--- config.mk ---
export PLATFORM = sky130hd
export DESIGN_NAME = pcie_error_detect_irq
export DESIGN_NICKNAME = d
export VERILOG_FILES = /design/src/hw/err_pkg.sv /design/src/hw/pcie_error_detect_irq.sv
export VERILOG_INCLUDE_DIRS = /design/src /design/src/hw
export SDC_FILE = /design/constraint.sdc
export NUM_CORES = 1
export LEC_CHECK = 0
export ABC_AREA = 1
export BUFFER_PORTS_ARGS = -buffer_cell sky130_fd_sc_hd__buf_2
export CELL_PAD_IN_SITES_DETAIL_PLACEMENT = 1
export CELL_PAD_IN_SITES_GLOBAL_PLACEMENT = 1
export CORE_MARGIN = 5
export CORE_UTILIZATION = 30
export DETAILED_ROUTE_END_ITERATION = 6
export GPL_TIMING_DRIVEN = 0
export PLACE_DENSITY = 0.76
export SYNTH_ARGS = -nofsm -noshare
export SYNTH_HDL_FRONTEND = slang
export SYNTH_SLANG_ARGS = --single-unit
export TNS_END_PERCENT = 10
--- constraint.sdc ---
create_clock -name ref_clk -period 1.9 [get_ports ref_clk]
set_clock_uncertainty 0.05 [all_clocks]
set_input_delay 0.19 -clock ref_clk [delete_from_list [all_inputs] [get_ports ref_clk]]
set_output_delay 0.19 -clock ref_clk [all_outputs]
set_load 0.005 [all_outputs]
--- src/hw/err_defs.svh ---
// Offsets, bit positions, reset values and codes of the error detect block
`ifndef ERR_DEFS_SVH
`define ERR_DEFS_SVH

// Register byte offsets, one aligned 32-bit word each
`define AXI_AW          12
`define OFS_FLAGS       12'h000
`define OFS_MASK        12'h004
`define OFS_INHIBIT     12'h008
`define OFS_CAPSTAT     12'h00c

// Flag positions as stored (bit 0 of the printed layout is the msb)
`define B_REPEAT        31
`define B_TIMEOUT       23
`define B_ABORT         21
`define B_UNMAPPED      20
`define B_BAD_DATA      19
`define B_RETRY_NONCFG  18
`define B_INDIRECT_CFG  17
`define B_WINDOW_CFG    16
`define B_RETRY_THRESH  15
`define B_MSG_SIZE      14
`define B_IO_SIZE       13
`define B_CFG_SIZE      12
`define B_CFG_EP        11
`define B_IO_EP         10
`define B_WIN_CROSS     9
`define B_IO_HIGH       8

// Implemented bits of the flag/inhibit and the interrupt mask words
`define FLAG_MASK       32'h80bfff00
`define IE_MASK         32'h00bfff00
`define WORD_RST        32'h00000000

// Capture status layout
`define CAP_VALID_BIT   0
`define CAP_SRC_LSB     1
`define CAP_SRC_MSB     5
`define CAP_ORIG_BIT    6

// Completion status codes
`define CPL_SC          3'h0
`define CPL_UR          3'h1
`define CPL_CRS         3'h2
`define CPL_CA          3'h4

// Size limit for message, I/O and configuration requests
`define MAX_BYTES       13'h0004

// AXI responses
`define RESP_OKAY       2'h0
`define RESP_SLVERR     2'h2

`endif

--- src/hw/err_pkg.sv ---
// Types shared by the error detect block and its environment
`include "err_defs.svh"
package err_pkg;

  // Kind of an outbound request
  typedef enum logic [1:0] {OB_MEM, OB_IO, OB_CFG, OB_MSG} ob_kind_t;

  // Detection strobes from the controller core, one-cycle pulses
  typedef struct packed {
    logic        cpl_valid;      // Completion received
    logic        cpl_has_data;   // It carries data
    logic [2:0]  cpl_status;     // Its status code
    logic        cpl_is_cfg;     // It answers a configuration cycle
    logic        inb_nomap;      // Inbound request hit no window
    logic        cfg_indirect_bad; // Illegal access via address/data pair
    logic        cfg_window_bad; // Illegal access via translation window
    logic        ob_valid;       // Outbound request presented
    ob_kind_t    ob_kind;
    logic [12:0] ob_len;         // Length in bytes
    logic [1:0]  ob_addr_lo;     // Low address bits
    logic        ob_via_window;  // Went through a translation window
    logic        ob_win_cross;   // Hit a window but runs past its end
    logic        ob_xlat_high;   // Translated address above 4 Gbyte
    logic        np_sent;        // Non-posted request left for the link
    logic        np_done;        // Its completion came back
  } ev_t;

  // Captured details of an error
  typedef struct packed {
    logic [4:0] source_id;
    logic       from_indirect;
  } cap_t;

  // AXI4-Lite master to slave
  typedef struct packed {
    logic [`AXI_AW-1:0] awaddr;
    logic               awvalid;
    logic [31:0]        wdata;
    logic [3:0]         wstrb;
    logic               wvalid;
    logic               bready;
    logic [`AXI_AW-1:0] araddr;
    logic               arvalid;
    logic               rready;
  } axi_req_t;

  // AXI4-Lite slave to master
  typedef struct packed {
    logic        awready;
    logic        wready;
    logic [1:0]  bresp;
    logic        bvalid;
    logic        arready;
    logic [31:0] rdata;
    logic [1:0]  rresp;
    logic        rvalid;
  } axi_rsp_t;

endpackage

--- src/hw/pcie_error_detect_irq.sv ---
// Error detect flags, interrupt mask, set inhibit and first-error capture
//
// Added by the designer: the address map and the AXI4-Lite interface to the registers.
`timescale 1ns/10ps
`include "err_defs.svh"

module pcie_error_detect_irq #(
  parameter int unsigned CPL_TIMEOUT_CYCLES = 50000,
  parameter int unsigned CRS_RETRY_LIMIT    = 8
) (
  // Clock, reset, enable
  input  wire logic              ref_clk,
  input  wire logic              resetn,
  input  wire logic              ce,
  // Register bus
  input  wire err_pkg::axi_req_t axi_req,
  output err_pkg::axi_rsp_t      axi_rsp,
  // Detection strobes and mode
  input  wire err_pkg::ev_t      ev,
  input  wire logic              root_complex_mode,
  input  wire err_pkg::cap_t     cap_in,
  // Answers to the core
  output logic                   err_irq,
  output logic                   timeout_err_resp,
  output logic                   crs_err_resp,
  output logic                   ur_cpl
);

  localparam int unsigned TO_W  = $clog2(CPL_TIMEOUT_CYCLES + 1);
  localparam int unsigned CRS_W = $clog2(CRS_RETRY_LIMIT + 1);
  localparam logic [TO_W-1:0]  TO_LAST  = TO_W'(CPL_TIMEOUT_CYCLES - 1);
  localparam logic [CRS_W-1:0] CRS_LAST = CRS_W'(CRS_RETRY_LIMIT - 1);

  // Expand byte strobes into a bit mask
  function automatic logic [31:0] strb_bits(input logic [3:0] strb);
    logic [31:0] m;
    m = '0;
    for (int i = 0; i < 4; i++) begin
      m[i*8 +: 8] = {8{strb[i]}};
    end
    return m;
  endfunction

  // True when a request is longer than a word or crosses a word boundary
  function automatic logic bad_size(input logic [1:0]  lo,
                                    input logic [12:0] len);
    logic [13:0] span;
    span = {12'h000, lo} + {1'b0, len};
    return (len > `MAX_BYTES) || (span > {1'b0, `MAX_BYTES});
  endfunction

  // Word index of an address
  function automatic logic [`AXI_AW-3:0] word(input logic [`AXI_AW-1:0] a);
    return a[`AXI_AW-1:2];
  endfunction

  // ---------------- Bus slave state ----------------
  logic [`AXI_AW-1:0] awaddr_q, awaddr_d;
  logic [31:0]        wdata_q, wdata_d;
  logic [3:0]         wstrb_q, wstrb_d;
  logic               aw_full_q, aw_full_d;
  logic               w_full_q, w_full_d;
  err_pkg::axi_rsp_t  rsp_q, rsp_d;

  // ---------------- Register state ----------------
  logic [31:0]   flags_q, flags_d;
  logic [31:0]   mask_q, mask_d;
  logic [31:0]   inhibit_q, inhibit_d;
  logic          cap_valid_q, cap_valid_d;
  err_pkg::cap_t cap_q, cap_d;
  logic          irq_q, irq_d;
  logic          ur_q, ur_d;

  // ---------------- Timer and retry state ----------------
  logic             to_busy_q, to_busy_d;
  logic [TO_W-1:0]  to_cnt_q, to_cnt_d;
  logic             to_resp_q, to_resp_d;
  logic [CRS_W-1:0] crs_cnt_q, crs_cnt_d;
  logic             crs_resp_q, crs_resp_d;

  // Decoded strobes shared between processes
  logic        do_wr;
  logic [31:0] wr_bits;
  logic [31:0] rd_word;
  logic        rd_hit;
  logic        wr_hit;
  logic        to_expire;
  logic        crs_thresh;
  logic [31:0] det;

  // Write fires once both halves are held and no response is pending
  assign do_wr   = aw_full_q && w_full_q && !rsp_q.bvalid;
  assign wr_bits = wdata_q & strb_bits(wstrb_q);

  // Write address decode
  always_comb begin
    unique case (word(awaddr_q))
      word(`OFS_FLAGS), word(`OFS_MASK),
      word(`OFS_INHIBIT), word(`OFS_CAPSTAT): wr_hit = 1'b1;
      default:                               wr_hit = 1'b0;
    endcase
  end

  // Read mux; reserved bits come back as zero
  always_comb begin
    rd_word = '0;
    rd_hit  = 1'b1;
    unique case (word(axi_req.araddr))
      word(`OFS_FLAGS):   rd_word = flags_q & `FLAG_MASK;
      word(`OFS_MASK):    rd_word = mask_q & `IE_MASK;
      word(`OFS_INHIBIT): rd_word = inhibit_q & `FLAG_MASK;
      word(`OFS_CAPSTAT): begin
        rd_word[`CAP_VALID_BIT]                = cap_valid_q;
        rd_word[`CAP_SRC_MSB:`CAP_SRC_LSB]     = cap_q.source_id;
        rd_word[`CAP_ORIG_BIT]                 = cap_q.from_indirect;
      end
      default:            rd_hit  = 1'b0;
    endcase
  end

  // Bus channel handshakes; address and data are taken in either order
  always_comb begin
    awaddr_d  = awaddr_q;
    wdata_d   = wdata_q;
    wstrb_d   = wstrb_q;
    aw_full_d = aw_full_q;
    w_full_d  = w_full_q;
    rsp_d     = rsp_q;
    if (axi_req.awvalid && rsp_q.awready) begin
      awaddr_d  = axi_req.awaddr;
      aw_full_d = 1'b1;
    end
    if (axi_req.wvalid && rsp_q.wready) begin
      wdata_d  = axi_req.wdata;
      wstrb_d  = axi_req.wstrb;
      w_full_d = 1'b1;
    end
    if (do_wr) begin
      aw_full_d   = 1'b0;
      w_full_d    = 1'b0;
      rsp_d.bvalid = 1'b1;
      rsp_d.bresp  = wr_hit ? `RESP_OKAY : `RESP_SLVERR;
    end else if (rsp_q.bvalid && axi_req.bready) begin
      rsp_d.bvalid = 1'b0;
    end
    // One write at a time: no new halves until the response is taken
    rsp_d.awready = !aw_full_d && !rsp_d.bvalid;
    rsp_d.wready  = !w_full_d && !rsp_d.bvalid;
    // Read answers in the cycle after the address is taken
    if (axi_req.arvalid && rsp_q.arready) begin
      rsp_d.rvalid = 1'b1;
      rsp_d.rdata  = rd_word;
      rsp_d.rresp  = rd_hit ? `RESP_OKAY : `RESP_SLVERR;
    end else if (rsp_q.rvalid && axi_req.rready) begin
      rsp_d.rvalid = 1'b0;
    end
    rsp_d.arready = !rsp_d.rvalid;
  end

  // Bus slave registers
  always_ff @(posedge ref_clk) begin
    if (!resetn) begin
      awaddr_q  <= '0;
      wdata_q   <= '0;
      wstrb_q   <= '0;
      aw_full_q <= 1'b0;
      w_full_q  <= 1'b0;
      rsp_q     <= '0;
    end else if (ce) begin
      awaddr_q  <= awaddr_d;
      wdata_q   <= wdata_d;
      wstrb_q   <= wstrb_d;
      aw_full_q <= aw_full_d;
      w_full_q  <= w_full_d;
      rsp_q     <= rsp_d;
    end
  end

  // Completion timer, armed only once the request went out on the link
  always_comb begin
    to_busy_d = to_busy_q;
    to_cnt_d  = to_cnt_q;
    to_expire = 1'b0;
    if (ev.np_sent) begin
      to_busy_d = 1'b1;
      to_cnt_d  = '0;
    end else if (to_busy_q && ev.np_done) begin
      to_busy_d = 1'b0;
    end else if (to_busy_q) begin
      if (to_cnt_q == TO_LAST) begin
        to_expire = 1'b1;
        to_busy_d = 1'b0;
      end else begin
        to_cnt_d = to_cnt_q + TO_W'(1);
      end
    end
    to_resp_d = to_expire;
  end

  // Retry counter for configuration requests answered with CRS
  always_comb begin
    crs_cnt_d  = crs_cnt_q;
    crs_thresh = 1'b0;
    if (ev.cpl_valid && ev.cpl_is_cfg) begin
      if (ev.cpl_status == `CPL_CRS) begin
        if (crs_cnt_q == CRS_LAST) begin
          crs_thresh = 1'b1;
          crs_cnt_d  = '0;
        end else begin
          crs_cnt_d = crs_cnt_q + CRS_W'(1);
        end
      end else begin
        crs_cnt_d = '0;
      end
    end
    crs_resp_d = crs_thresh;
  end

  // Timer and retry registers
  always_ff @(posedge ref_clk) begin
    if (!resetn) begin
      to_busy_q  <= 1'b0;
      to_cnt_q   <= '0;
      to_resp_q  <= 1'b0;
      crs_cnt_q  <= '0;
      crs_resp_q <= 1'b0;
    end else if (ce) begin
      to_busy_q  <= to_busy_d;
      to_cnt_q   <= to_cnt_d;
      to_resp_q  <= to_resp_d;
      crs_cnt_q  <= crs_cnt_d;
      crs_resp_q <= crs_resp_d;
    end
  end

  // Raw detections, before any inhibit is applied
  always_comb begin
    logic ob_sz;
    ob_sz = bad_size(ev.ob_addr_lo, ev.ob_len);
    det   = '0;
    det[`B_TIMEOUT]      = to_expire;
    det[`B_ABORT]        = ev.cpl_valid && (ev.cpl_status == `CPL_CA);
    det[`B_UNMAPPED]     = ev.inb_nomap && root_complex_mode;
    det[`B_BAD_DATA]     = ev.cpl_valid && ev.cpl_has_data &&
                           ((ev.cpl_status == `CPL_UR) ||
                            (ev.cpl_status == `CPL_CA) ||
                            (ev.cpl_status == `CPL_CRS));
    det[`B_RETRY_NONCFG] = ev.cpl_valid && !ev.cpl_is_cfg &&
                           (ev.cpl_status == `CPL_CRS);
    det[`B_INDIRECT_CFG] = ev.cfg_indirect_bad;
    det[`B_WINDOW_CFG]   = ev.cfg_window_bad;
    det[`B_RETRY_THRESH] = crs_thresh;
    det[`B_MSG_SIZE]     = ev.ob_valid && (ev.ob_kind == err_pkg::OB_MSG) && ob_sz;
    det[`B_IO_SIZE]      = ev.ob_valid && (ev.ob_kind == err_pkg::OB_IO) && ob_sz;
    det[`B_CFG_SIZE]     = ev.ob_valid && (ev.ob_kind == err_pkg::OB_CFG) && ob_sz;
    det[`B_CFG_EP]       = ev.ob_valid && !root_complex_mode &&
                           (ev.ob_kind == err_pkg::OB_CFG) && ev.ob_via_window;
    det[`B_IO_EP]        = ev.ob_valid && !root_complex_mode &&
                           (ev.ob_kind == err_pkg::OB_IO);
    det[`B_WIN_CROSS]    = ev.ob_valid && ev.ob_win_cross;
    det[`B_IO_HIGH]      = ev.ob_valid && (ev.ob_kind == err_pkg::OB_IO) &&
                           ev.ob_xlat_high;
  end

  // Flag, mask, inhibit and capture next values
  always_comb begin
    logic [31:0] clr;
    logic [31:0] set;
    logic        repeat_hit;
    logic        cap_clr;
    clr        = '0;
    set        = '0;
    repeat_hit = 1'b0;
    cap_clr    = 1'b0;
    mask_d     = mask_q;
    inhibit_d  = inhibit_q;
    cap_d      = cap_q;
    if (do_wr) begin
      unique case (word(awaddr_q))
        word(`OFS_FLAGS):   clr = wr_bits & `FLAG_MASK;
        word(`OFS_MASK):    mask_d = ((mask_q & ~strb_bits(wstrb_q)) | wr_bits)
                                     & `IE_MASK;
        word(`OFS_INHIBIT): inhibit_d = ((inhibit_q & ~strb_bits(wstrb_q)) | wr_bits)
                                        & `FLAG_MASK;
        word(`OFS_CAPSTAT): cap_clr = wr_bits[`CAP_VALID_BIT];
        default:            clr = '0;
      endcase
    end
    set = det & ~inhibit_q & `FLAG_MASK;
    repeat_hit = |(det & flags_q & `FLAG_MASK);
    set[`B_REPEAT] = repeat_hit && !inhibit_q[`B_REPEAT];
    flags_d = ((flags_q & ~clr) | set) & `FLAG_MASK;
    // capture first error only
    // A repeat on its own never triggers a capture
    if ((|(det & ~inhibit_q & `FLAG_MASK)) && (!cap_valid_q || cap_clr)) begin
      cap_d       = cap_in;
      cap_valid_d = 1'b1;
    end else begin
      cap_valid_d = cap_valid_q && !cap_clr;
    end
    irq_d = |(flags_d & mask_d & `IE_MASK);
    ur_d  = ev.inb_nomap;
  end

  // Register file and answer flops
  always_ff @(posedge ref_clk) begin
    if (!resetn) begin
      flags_q     <= `WORD_RST;
      mask_q      <= `WORD_RST;
      inhibit_q   <= `WORD_RST;
      cap_valid_q <= 1'b0;
      cap_q       <= '0;
      irq_q       <= 1'b0;
      ur_q        <= 1'b0;
    end else if (ce) begin
      flags_q     <= flags_d;
      mask_q      <= mask_d;
      inhibit_q   <= inhibit_d;
      cap_valid_q <= cap_valid_d;
      cap_q       <= cap_d;
      irq_q       <= irq_d;
      ur_q        <= ur_d;
    end
  end

  // Outputs taken straight from flops
  assign axi_rsp          = rsp_q;
  assign err_irq          = irq_q;
  assign timeout_err_resp = to_resp_q;
  assign crs_err_resp     = crs_resp_q;
  assign ur_cpl           = ur_q;

endmodule // pcie_error_detect_irq

# == Word level (Yosys, flattened, before mapping) ==
# Cells that the tools add are included.
# word_totals
n_memories,0
regBits,187
out_inout_bits,45
rom_bits,0
inputBits,107
elab_cells,160
ramBits,0
latchBits,0
# classes
magnitude_cmp,2
shift,0
n_div,0
reduce_logical,62
n_addsub,3
muxes,38
multipliers,0
eq_ne,16
n_bitwise,13
# ops
operator,n
32-bit two-way mux,4
32-bit bitwise AND,3
32-bit NOT,3
25-bit one-hot mux with 3 select lines,1
24-bit by 32-bit bitwise AND with 32-bit output,2
16-bit two-way mux,4
32-bit OR,2
24-bit bitwise AND,2
10-bit by 2-bit == test with 1-bit output (second input constant),4
1-bit logical AND,32
16-bit OR reduction,2
1-bit two-way mux,24
24-bit OR,1
10-bit by 1-bit == test with 1-bit output (second input constant),2
10-bit zero test,2
16-bit by 1-bit adder with 16-bit output (second input constant),1
16-bit == test (second input constant),1
15-bit OR reduction,1
2-bit by 13-bit adder with 14-bit output,1
14-bit by 3-bit greater-than comparator with 1-bit output (second input constant),1
13-bit by 3-bit greater-than comparator with 1-bit output (second input constant),1
2-bit AND reduction,6
1-bit zero test,10
4-bit two-way mux,2
15 further kinds,22

# == Longest topological paths before layout ==
# Gate-level depths: netlist (run 1).
# logic_depth
depth_word,11
mapped_depth,15

# == Worst setup path before layout (run 1) ==
# No wires, ideal clock.
# synth_path
kind,input to register
from,input ev[5] (netlist bit)
to,register cap_q[0] (netlist bit)
path_stages,13
path_buffers,1
setup_time_ns,0.115
arrival_ns,1.760
setup_slack_ns,-0.025
t_required_ns,1.735
path_cell_list,ha_1 fa_1 xnor2_1 nor2_1 nor2_1 nand2_2 nand3_1 inv_1 nor2_2 nand2_2 buf_6 a21oi_1 nor2_1
# synth_via
elab_chain_len,8
# synth_rtl
item,line_no,source
"start, declared",pcie_error_detect_irq.sv:19,"input wire err_pkg::ev_t ev,"
2-bit by 13-bit adder with 14-bit output *,pcie_error_detect_irq.sv:48,"span = {12'h000, lo} + {1'b0, len};"
14-bit by 3-bit greater-than comparator with 1-bit output *,pcie_error_detect_irq.sv:49,"return (len > `MAX_BYTES) || (span > {1'b0, `MAX_BYTES});"
1-bit logical OR *,pcie_error_detect_irq.sv:49,
1-bit logical AND (on tied branches),"pcie_error_detect_irq.sv:255, pcie_error_detect_irq.sv:253, pcie_error_detect_irq.sv:254",
24-bit by 32-bit bitwise AND with 32-bit output *,pcie_error_detect_irq.sv:295,if ((|(det & ~inhibit_q & `FLAG_MASK)) && (!cap_valid_q || cap_clr)) begin
16-bit OR reduction *,pcie_error_detect_irq.sv:295,
1-bit logical AND *,pcie_error_detect_irq.sv:295,
2-bit AND reduction (no line) *,--,
"end signal, assigned",pcie_error_detect_irq.sv:320,cap_q <= cap_d;
"end, declared",pcie_error_detect_irq.sv:70,"err_pkg::cap_t cap_q, cap_d;"
# Every way passes the cells marked *; elsewhere a longest branch is shown, timed or not.
# A chain may end at the register's enable or synchronous reset.

# == Worst setup path in the final report (run 1) ==
# layout_path
from,register awaddr_q[10]
to,register cap_q[4] (netlist bit)
# layout_via
elab_chain_len,6
# layout_rtl
item,line_no,source
"start, declared",pcie_error_detect_irq.sv:58,"logic [`AXI_AW-1:0] awaddr_q, awaddr_d;"
"start signal, assigned",pcie_error_detect_irq.sv:170,awaddr_q <= awaddr_d;
10-bit by 2-bit == test with 1-bit output,pcie_error_detect_irq.sv:279,unique case (word(awaddr_q))
1-bit two-way mux,pcie_error_detect_irq.sv:279,
1-bit two-way mux,pcie_error_detect_irq.sv:278,if (do_wr) begin
1-bit logical OR,pcie_error_detect_irq.sv:295,
1-bit logical AND,pcie_error_detect_irq.sv:295,
2-bit AND reduction (no line),--,
# No other way between the ends.

==> results.yml, run 1 <==
run_status:
  status: "finished, violations left"
  failed_checks: "negative setup slack"
worst_setup_path:
  path_class: "flip-flop to flip-flop"
  critPathMaxFanout: 10
  start_kind: "flip-flop"
  required_ns: 2.17
  endpoint_kind: "flip-flop"
  arrival_ns: 2.23
logic_synthesis:
  yosys_register_bits: 142
  netlist_area_um2: 7182
  synth_flop_cell: "dfxtp_1"
  syn_area_per_cell_um2: 6.932
  yosys_warnings: 0
  async_reset_ff_share_pct: 0
  yosysUniqueCellTypes: 48
  ys_seq_area_share_pct: 39.58
  synth_edf_count: 0
  synthesis.instances: 1036
run:
  max-cap-violations: 0
drt:
  vias: 7723
  post-route-drc-count: 0
  post_drt_wl_per_cell_um: 17.84
  drtIter0Drc: 544
  ant_nets: 0
  firstDrtPassIters: 5
  wl_um: 27580
  vias_per_cell: 4.995
timing:
  post-route-period-util_pct: 102.9
  clock.fmax_ghz: 0.5113
  min_period_ns: 1.956
  rsz0062_at_grt: "yes"
  worst_slew_pin_slew_ns: 0.7288
  slew_headroom_pct: 51.41
  maxSlewViolCount: 0
  setup_violations: 5
  final-hold-violation-count: 0
  fin_ws_ns: -0.05599
  holdWs_ns: 0.0004627
power:
  irDropWorstVdd_uv: 441.9
  power_switching_uw: 2052
  p_leak_uw: 0.004077
  combPwrFrac_pct: 12.0
  switching_share_pct: 26.39
  intPower_uw: 5724
  p_seq_share_pct: 41.0
  clkPwrFrac_pct: 47.1
  pwr_density_cell_nw_per_um2: 836.1
grt:
  grt_max_degree: 17
  grt_pass1_wl_um: 41250
  gr-usage-all-layers_pct: 19.62
  grt_pass1_vias: 7635
  antenna_found_initial: 0
  grt_overflow: 0
die:
  core-area_um2: 23540
  die_w_um: 164.7
  die_area_um2: 27130
  boundaryPins: 152
  die_height_um: 164.7
  num_rows: 56
  initial_utilization_pct: 30.51
place:
  gp_congestion: 0.9412
  pre_cts_ws_ns: -0.3305
  dp.final_hpwl_um: 20610
  port_buffers: 120
clocking:
  cts_tree: "built"
  clk_path_buf_depth: 2
  clk_latency_ns: 0.43
  clock_sinks: 142
  clock-root-buffer: "clkbuf_16"
  path_clk_slew_ns: 0.06
  cts_inserted_buffers: 17
  h-tree-depth: 4
cells_and_area:
  multiInputGateArea_um2: 3662
  area_growth_syn_to_layout_pct: 29.49
  drive_gt1_share_pct: 22.84
  fillers: 3071
  fin_nets: 1325
  seqCellArea_um2: 2864
  final_util_pct: 39.50
hold_path:
  holdCritPathClass: "primary input to flip-flop"
metrics by stage:
stage / cells / power (uW) / TNS [ns] / cell area, um2
after CTS: 1527 / 7728 / -0.3940 / 9005
after floorplan: 1046 / 3701 / 0 / 7222
after detailed placement: 1485 / 4055 / -4.745 / 8222
after global placement: 1485 / 4031 / -4.182 / 8222
after global routing: 1545 / 8047 / -0.5635 / 9298
final: 1546 / 7775 / -0.2092 / 9300
cells by family after synthesis:
| logic type | share of synthesized area [%] |
|---|---|
| AND/OR/NAND/NOR | 25.94 |
| AO/OA/AOI/OAI | 20.64 |
| buffers and inverters | 12.32 |
| flip-flops | 39.58 |
| adder cells (fa/ha/maj) | 0.9756 |
| XOR/XNOR | 0.4879 |
| other | 0.05221 |
what timing repair did:
action                                 CTS  global route
setup buffers                            5            15
endpoints found under the hold margin    5             0
gates resized for setup                 12            47
gates cloned                             0             3
hold buffers                             5             0
setup endpoints to repair               16            23
pin swaps                                8            28
per-layer routing:
layer  part of all wire, %  GRT usage, %  routed length [um]
met1                    44         25.25               12200
met2                    49         33.47               13390
met3                   4.8         2.945                1322
met4                   2.4         6.881                 664
met5                     0             0                   0
cell type report:
cell class                 instances  area share (%)
antenna                            1         0.02691
buffer                            52           3.108
clock buffer                      20           4.911
clock inverter                    12           1.978
inverter                         162           6.538
multi-input combinational        692           39.38
sequential                       142           30.80
tap                              319           4.292
timing repair buffer             146           8.973
cell usage after synthesis (4+ instances only):
cell type | n | area (um2)
buf_2 | 5 | 25.02
o22ai_1 | 10 | 62.56
ha_1 | 4 | 50.05
nor2_4 | 6 | 67.56
nand3_1 | 58 | 290.3
o221ai_1 | 8 | 70.07
nor2_1 | 90 | 337.8
nor2_2 | 4 | 25.02
dfxtp_1 | 142 | 2843
a21oi_1 | 119 | 595.6
nand3_2 | 5 | 50.05
nand2_2 | 11 | 68.82
o21ai_1 | 19 | 95.09
o21ai_0 | 101 | 505.5
nand4_1 | 28 | 175.2
nor3_1 | 7 | 35.03
inv_1 | 154 | 578.1
nand2_1 | 172 | 645.6
inv_2 | 6 | 22.52
buf_4 | 14 | 105.1
clkbuf_1 | 28 | 105.1
critical path, stage by stage (launching register included):
cell and delay, ns:
dfxtp_2 0.33, nor2_4 0.14, nand2_4 0.10, nor2_8 0.20, nand4_1 0.29, a21oi_2 0.28, buf_4 0.15, buf_8 0.12
nand3_1 0.08, nand2_1 0.06, nor2_1 0.04
power groups by stage:
stage	combinational (uW)	sequential (uW)	clock (uW)
2_1_floorplan	488	3210	0
3_3_place_gp	792	3240	0
3_5_place_dp	813	3240	0
4_1_cts	857	3180	3690
5_1_grt	1020	3190	3830
6_report	931	3180	3660
worst paths after layout:
check | end | slack, ns | cells after the start | start
setup / recovery | cap_q[4] | -0.06 | 10 | awaddr_q[10]
hold / removal | wdata_q[23] | 0.0005 | 3 | axi_req[43]
hold reg to reg | wstrb_q[0] | 0.40 | 2 | wstrb_q[0]
setup reg to reg | cap_q[4] | -0.06 | 10 | awaddr_q[10]
placed cells by master, fill, tap and decap left out, drive strengths merged, types with 3 or more instances in the layout:
cell type,n
nand3,66
buf,165
a21oi,120
nor3b,4
conb,11
a211oi,3
nor2,103
ha,4
o211ai,3
clkinv,6
nand4,28
nor3,8
dfxtp,142
nand2,185
inv,162
o221ai,8
dlygate4sd3,5
bufinv,4
o21ai,120
clkbuf,48
o22ai,10
(Power assumes the default switching activity.)
==> inputs of run 2 (changes only) <==
- PLACE_DENSITY: 0.76 -> 0.73
- SKIP_LAST_GASP: not set -> 1
==> run 2 against run 1 <==
  * The flow still finishes with violations (negative setup slack)
  * Clock power decreased by 12%
  * Die area unchanged
  * First-iteration DRC count decreased by 2.8%
  * Design area increased by 0.58%
  * Core utilization increased by 0.23 points
  * Critical path depth decreased by 1
  * Sequential share of layout area decreased by 0.12 points
==> results.yml, run 2 (synthesized netlist as in run 1, its figures left out) <==
drt:
  vias_per_cell: 4.992
  firstDrtPassIters: 5
  drtIter0Drc: 529
  ant_nets: 0
  post_drt_wl_per_cell_um: 17.77
  wl_um: 27600
  vias: 7752
  post-route-drc-count: 0
power:
  pwr_density_cell_nw_per_um2: 787.9
  irDropWorstVdd_uv: 530.0
  p_leak_uw: 0.004085
place:
  gp_congestion: 0.9423
  dp.final_hpwl_um: 20640
  placed_cells: 1485
  pre_cts_ws_ns: -0.3390
  port_buffers: 120
timing:
  setup_violations: 7
  post-route-period-util_pct: 101.3
  maxSlewViolCount: 0
  fin_ws_ns: -0.02499
  finalSetupTns_ns: -0.1344
  clock.fmax_ghz: 0.5195
  min_period_ns: 1.925
  worst_slew_pin_slew_ns: 0.8441
  final-hold-violation-count: 0
  rsz0062_at_grt: "yes"
  slew_headroom_pct: 43.72
grt:
  grt_pass1_wl_um: 41370
  grt_overflow: 0
  use_met3_pct: 2.995
  antenna_found_initial: 0
  grt_pass1_vias: 7725
  met2_usage_pct: 33.10
  grt_busiest_layer: "met2"
  gr-usage-all-layers_pct: 19.74
  met1_usage_pct: 26.19
  grt_max_degree: 17
clocking:
  clock-root-buffer: "clkbuf_16"
  cts_tree: "built"
  clk_path_buf_depth: 2
  cts_inserted_buffers: 17
  path_clk_slew_ns: 0.07
  clock_sinks: 142
  clk_latency_ns: 0.43
  h-tree-depth: 4
cells_and_area:
  final_cell_mix: "nand2_1, inv_1, dfxtp_1"
  final_common_cell: "nand2_1"
  area_growth_syn_to_layout_pct: 30.24
  multiInputGateArea_um2: 3662
  antenna_cells: 0
  drive_gt1_share_pct: 22.77
  fin_nets: 1333
  fin_cells: 1553
  fillers: 3072
  seqCellArea_um2: 2869
worst_setup_path:
  slowest_stage: "nand4_1"
  r2r_slack_ns: -0.02
  path_class: "flip-flop to flip-flop"
  endpoint_kind: "flip-flop"
  required_ns: 2.18
  arrival_ns: 2.20
  r2r_cells: 9
  worstPathCellList: "nor2_4 > nand2_4 > nor2_8 > nand4_1 > a21oi_4 > buf_6 > nand3_2 > o211ai_1 > inv_1"
  critPathMaxFanout: 5
  slowest_delay_ns: 0.36
  r2r_start: "awaddr_q[10]"
  r2r_end: "cap_valid_q"
  start_kind: "flip-flop"
  crit_path_start: "awaddr_q[10]"
die:
  core-area_um2: 23540
  num_rows: 56
  boundaryPins: 152
  die_height_um: 164.7
  die_w_um: 164.7
  die_area_um2: 27130
  initial_utilization_pct: 30.51
run_status:
  failed_checks: "negative setup slack"
  status: "finished, violations left"
hold_path:
  holdCritPathClass: "primary input to flip-flop"
  min_from: "axi_req[32]"
  hold_end: "wdata_q[12]"
  holdPathStages: 3
run:
  max-cap-violations: 0
==> run 2: cell count changes in the layout (fill, tap and decap cells not counted), sizes merged <==
| cell | delta |
|---|---|
| dlygate4sd3 | +10 |
| inv | +6 |
| bufinv | -4 |
| buf | -3 |
| clkbuf | -2 |
| clkinvlp | +1 |
| diode | -1 |
==> run 2: routing by layer <==
layer  share of wire, %  up-vias
li1                   -     3770
met1                 45     3730
met2                 48      211
met3                5.0       41
met4                2.1        0
met5                  0        -
==> run 2: worst max path at each step <==
stage | to | cells past startpoint
global placement | axi_rsp[11] | 9
finish | cap_valid_q | 9
global route | err_irq | 13
floorplan | cap_q[0] | 13
detailed placement | cap_q[0] | 15
CTS | cap_valid_q | 9
==> run 2: layout make-up <==
| type | count | area share, % |
|---|---|---|
| plain buffers | 51 | 3.117 |
| multi-input cells | 692 | 39.15 |
| repair buffers | 155 | 10.37 |
| inverters | 162 | 6.501 |
| flip-flops and latches | 142 | 30.67 |
| clock inverters | 15 | 1.378 |
| well taps | 319 | 4.267 |
| clock buffers | 17 | 4.548 |
==> run 2: through the flow <==
| step | cell area [um2] | total power (uW) | util (%) | hold WS [ns] |
|---|---|---|---|---|
| floorplan | 7222 | 3701 | - | 0.2749 |
| global placement | 8222 | 4032 | 34.92 | 0.3831 |
| detailed placement | 8222 | 4057 | 34.92 | 0.3900 |
| CTS | 9056 | 7313 | 38.47 | 0.0001742 |
| global route | 9354 | 7640 | 39.73 | 0.02019 |
| finish | 9354 | 7370 | 39.73 | 0.009040 |
==> run 2: power by group <==
| part | switching (uW) | total, uW | leakage [uW] | internal [uW] |
|---|---|---|---|---|
| Clock | 1510 | 3220 | 0.000265 | 1710 |
| Combinational | 589 | 969 | 0.00265 | 380 |
| Sequential | 93.4 | 3180 | 0.00116 | 3090 |
| Total | 2190 | 7370 | 0.00408 | 5180 |
==> run 2: worst max-delay path: cells and delay by family (launching register included) <==
family / cells / cell delay, ns
AND/OR/NAND/NOR: 5 / 0.81
AO/OA/AOI/OAI: 2 / 0.43
flip-flops: 1 / 0.34
buffers and inverters: 2 / 0.18
==> run 2: timing repair <==
| item | 4_1_cts | 5_1_grt |
|---|---|---|
| pin swaps | 8 | 24 |
| endpoints found under the hold margin | 15 | 0 |
| cloned | 1 | 4 |
| resized for setup | 7 | 67 |
| endpoints found under the setup margin | 18 | 29 |
| hold buffers | 15 | 0 |
| buffers inserted | 9 | 8 |
==> inputs of run 3 (changes only) <==
- CORE_UTILIZATION: 30 -> 35
- PLACE_DENSITY: 0.73 -> 0.82
==> run 3 against run 2 <==
  * The flow finishes with violations (negative hold slack, negative setup slack)
  * Hold slack lost 0.015 ns
  * Clock power grew 15%
  * Total power grew 6.1%
  * Global-route usage grew 2.7 points
  * Design area shrank 1.6%
  * Non-clock buffer count shrank 7
  * Sequential cell count is the same
  * Critical endpoint is now err_irq
  * Count of clock-buffer cells in the layout grew 2
  * Sequential share of layout area grew 0.42 points
  * Largest power group unchanged
  * Critical path type unchanged
==> results.yml, run 3 (synthesized netlist as in run 1, its figures left out) <==
timing:
  post-route-period-util_pct: 104.1
  slew_headroom_pct: 50.84
  worst_slew_pin_slew_ns: 0.7374
  clock.fmax_ghz: 0.5057
  min_period_ns: 1.977
  fin_ws_ns: -0.07741
  holdWs_ns: -0.006198
  maxSlewViolCount: 0
  setup_violations: 1
  final-hold-violation-count: 2
  rsz0062_at_grt: "yes"
grt:
  gr-usage-all-layers_pct: 22.39
  grt_max_degree: 17
  grt_pass1_vias: 8084
  antenna_found_initial: 0
  grt_overflow: 0
  grt_pass1_wl_um: 42010
power:
  switching_share_pct: 26.12
  clkPwrFrac_pct: 47.4
  pwr_density_cell_nw_per_um2: 850.1
  p_seq_share_pct: 40.6
  power_switching_uw: 2043
  irDropWorstVdd_uv: 637.5
  p_leak_uw: 0.004074
  power_uw: 7821
  combPwrFrac_pct: 12.0
  intPower_uw: 5778
cells_and_area:
  final_cell_mix: "nand2_1, inv_1, dfxtp_1"
  fillers: 2641
  final_common_cell: "nand2_1"
  antenna_cells: 0
  area_growth_syn_to_layout_pct: 28.10
  fin_nets: 1324
  drive_gt1_share_pct: 22.04
run:
  max-cap-violations: 0
drt:
  ant_nets: 0
  drtIter0Drc: 673
  wl_um: 27290
  firstDrtPassIters: 5
  vias_per_cell: 5.195
  post_drt_wl_per_cell_um: 18.25
  vias: 7766
  post-route-drc-count: 0
place:
  dp.final_hpwl_um: 20100
  port_buffers: 120
  gp_congestion: 0.9366
clocking:
  clk_path_buf_depth: 2
  cts_inserted_buffers: 17
  h-tree-depth: 4
  path_clk_slew_ns: 0.07
  clock_sinks: 142
  cts_tree: "built"
  clk_latency_ns: 0.43
  clock-root-buffer: "clkbuf_16"
die:
  die_w_um: 153.2
  die_area_um2: 23480
  boundaryPins: 152
  die_height_um: 153.2
  num_rows: 52
  initial_utilization_pct: 35.49
  core-area_um2: 20230
hold_path:
  holdCritPathClass: "primary input to flip-flop"
run_status:
  failed_checks: "negative hold slack, negative setup slack"
  status: "finished, violations left"
worst_setup_path:
  cpMostUsedCell: "nand2_1"
  slowest_delay_ns: 0.36
  endpoint_kind: "flip-flop"
  worstPathCellList: "inv_2 > nand3_4 > nor2_4 > buf_12 > nand2_2 > o21ai_2 > nand2_1 > nand2_1 > nand2_1 > nor2_1 > nand3_2 > nor2_2 > nor2_1"
  path_buf_inv: 2
  path_class: "flip-flop to flip-flop"
  critPathMaxFanout: 4
  critPathTopFamily: "simple AND/OR/NAND/NOR gates"
  arrival_ns: 2.25
  slowest_stage: "dfxtp_4"
  required_ns: 2.17
  start_kind: "flip-flop"
-- run 3: changes by cell type in the layout (fill, tap and decap cells not counted), moves of 3 or more --
cell,change
nand2_2,+3
nand3_2,-4
dlygate4sd3_1,-6
dfxtp_1,+3
nand3_1,+3
bufinv_16,+5
o21ai_1,-7
inv_6,-4
o21ai_0,+7
buf_4,+3
-- run 3: layout make-up --
class	instances	area [um2]	area share, %
multi-input combinational	690	3603	39.17
sequential	142	2860	31.09
timing repair buffer	147	864.6	9.398
inverter	162	608.1	6.610
clock buffer	19	432.9	4.706
tap	270	337.8	3.672
buffer	52	281.5	3.060
clock inverter	13	211.5	2.298
-- run 3: repair_timing --
action	CTS	global route
endpoints found under the setup margin	9	25
resized for setup	15	37
hold buffers	9	0
cloned	0	1
pin swaps	9	26
setup buffers	10	7
hold endpoints to repair	9	0
-- run 3: worst register-to-register path, cell delays in order (launching register included) --
cell and delay, ns:
dfxtp_4 0.36, inv_2 0.08, nand3_4 0.11, nor2_4 0.18, buf_12 0.14, nand2_2 0.06
o21ai_2 0.15, nand2_1 0.09, nand2_1 0.07, nand2_1 0.09, nor2_1 0.20, nand3_2 0.13
nor2_2 0.12, nor2_1 0.04
-- run 3: through the flow --
step	cells	worst slack [ns]	cell area (um2)	setup TNS, ns	utilization [%]
global route	1495	-0.1706	9200	-1.360	45.47
detailed placement	1436	-0.3514	8160	-4.501	40.33
global placement	1436	-0.2767	8160	-2.834	40.33
finish	1495	-0.07741	9200	-0.07741	45.47
floorplan	1046	0.004831	7222	0	-
CTS	1487	-0.001033	9026	-0.001033	44.61
-- run 3: path summary, 6_finish.rpt --
check | cells past startpoint | from | slack (ns) | endpoint
worst min-delay path | 3 | axi_req[43] | -0.006 | wdata_q[23]
worst max register to register | 13 | axi_rsp[36] | -0.08 | err_irq
worst max-delay path | 13 | axi_rsp[36] | -0.08 | err_irq
worst min register to register | 2 | awaddr_q[7] | 0.41 | awaddr_q[7]
-- run 3: power groups by stage --
stage | clock network [uW] | logic (uW) | registers, uW
finish | 3700 | 937 | 3180
global route | 3860 | 1030 | 3190
CTS | 3730 | 899 | 3170
detailed placement | 0 | 814 | 3240
global placement | 0 | 786 | 3230
floorplan | 0 | 488 | 3210
-- run 3: metal layers --
metal / up-vias / track usage (%) / share of wire [%]
li1: 3738 / - / -
met1: 3709 / 26.80 / 41
met2: 264 / 39.57 / 50
met3: 55 / 4.213 / 5.8
met4: 0 / 8.782 / 3.0
met5: - / 0 / 0
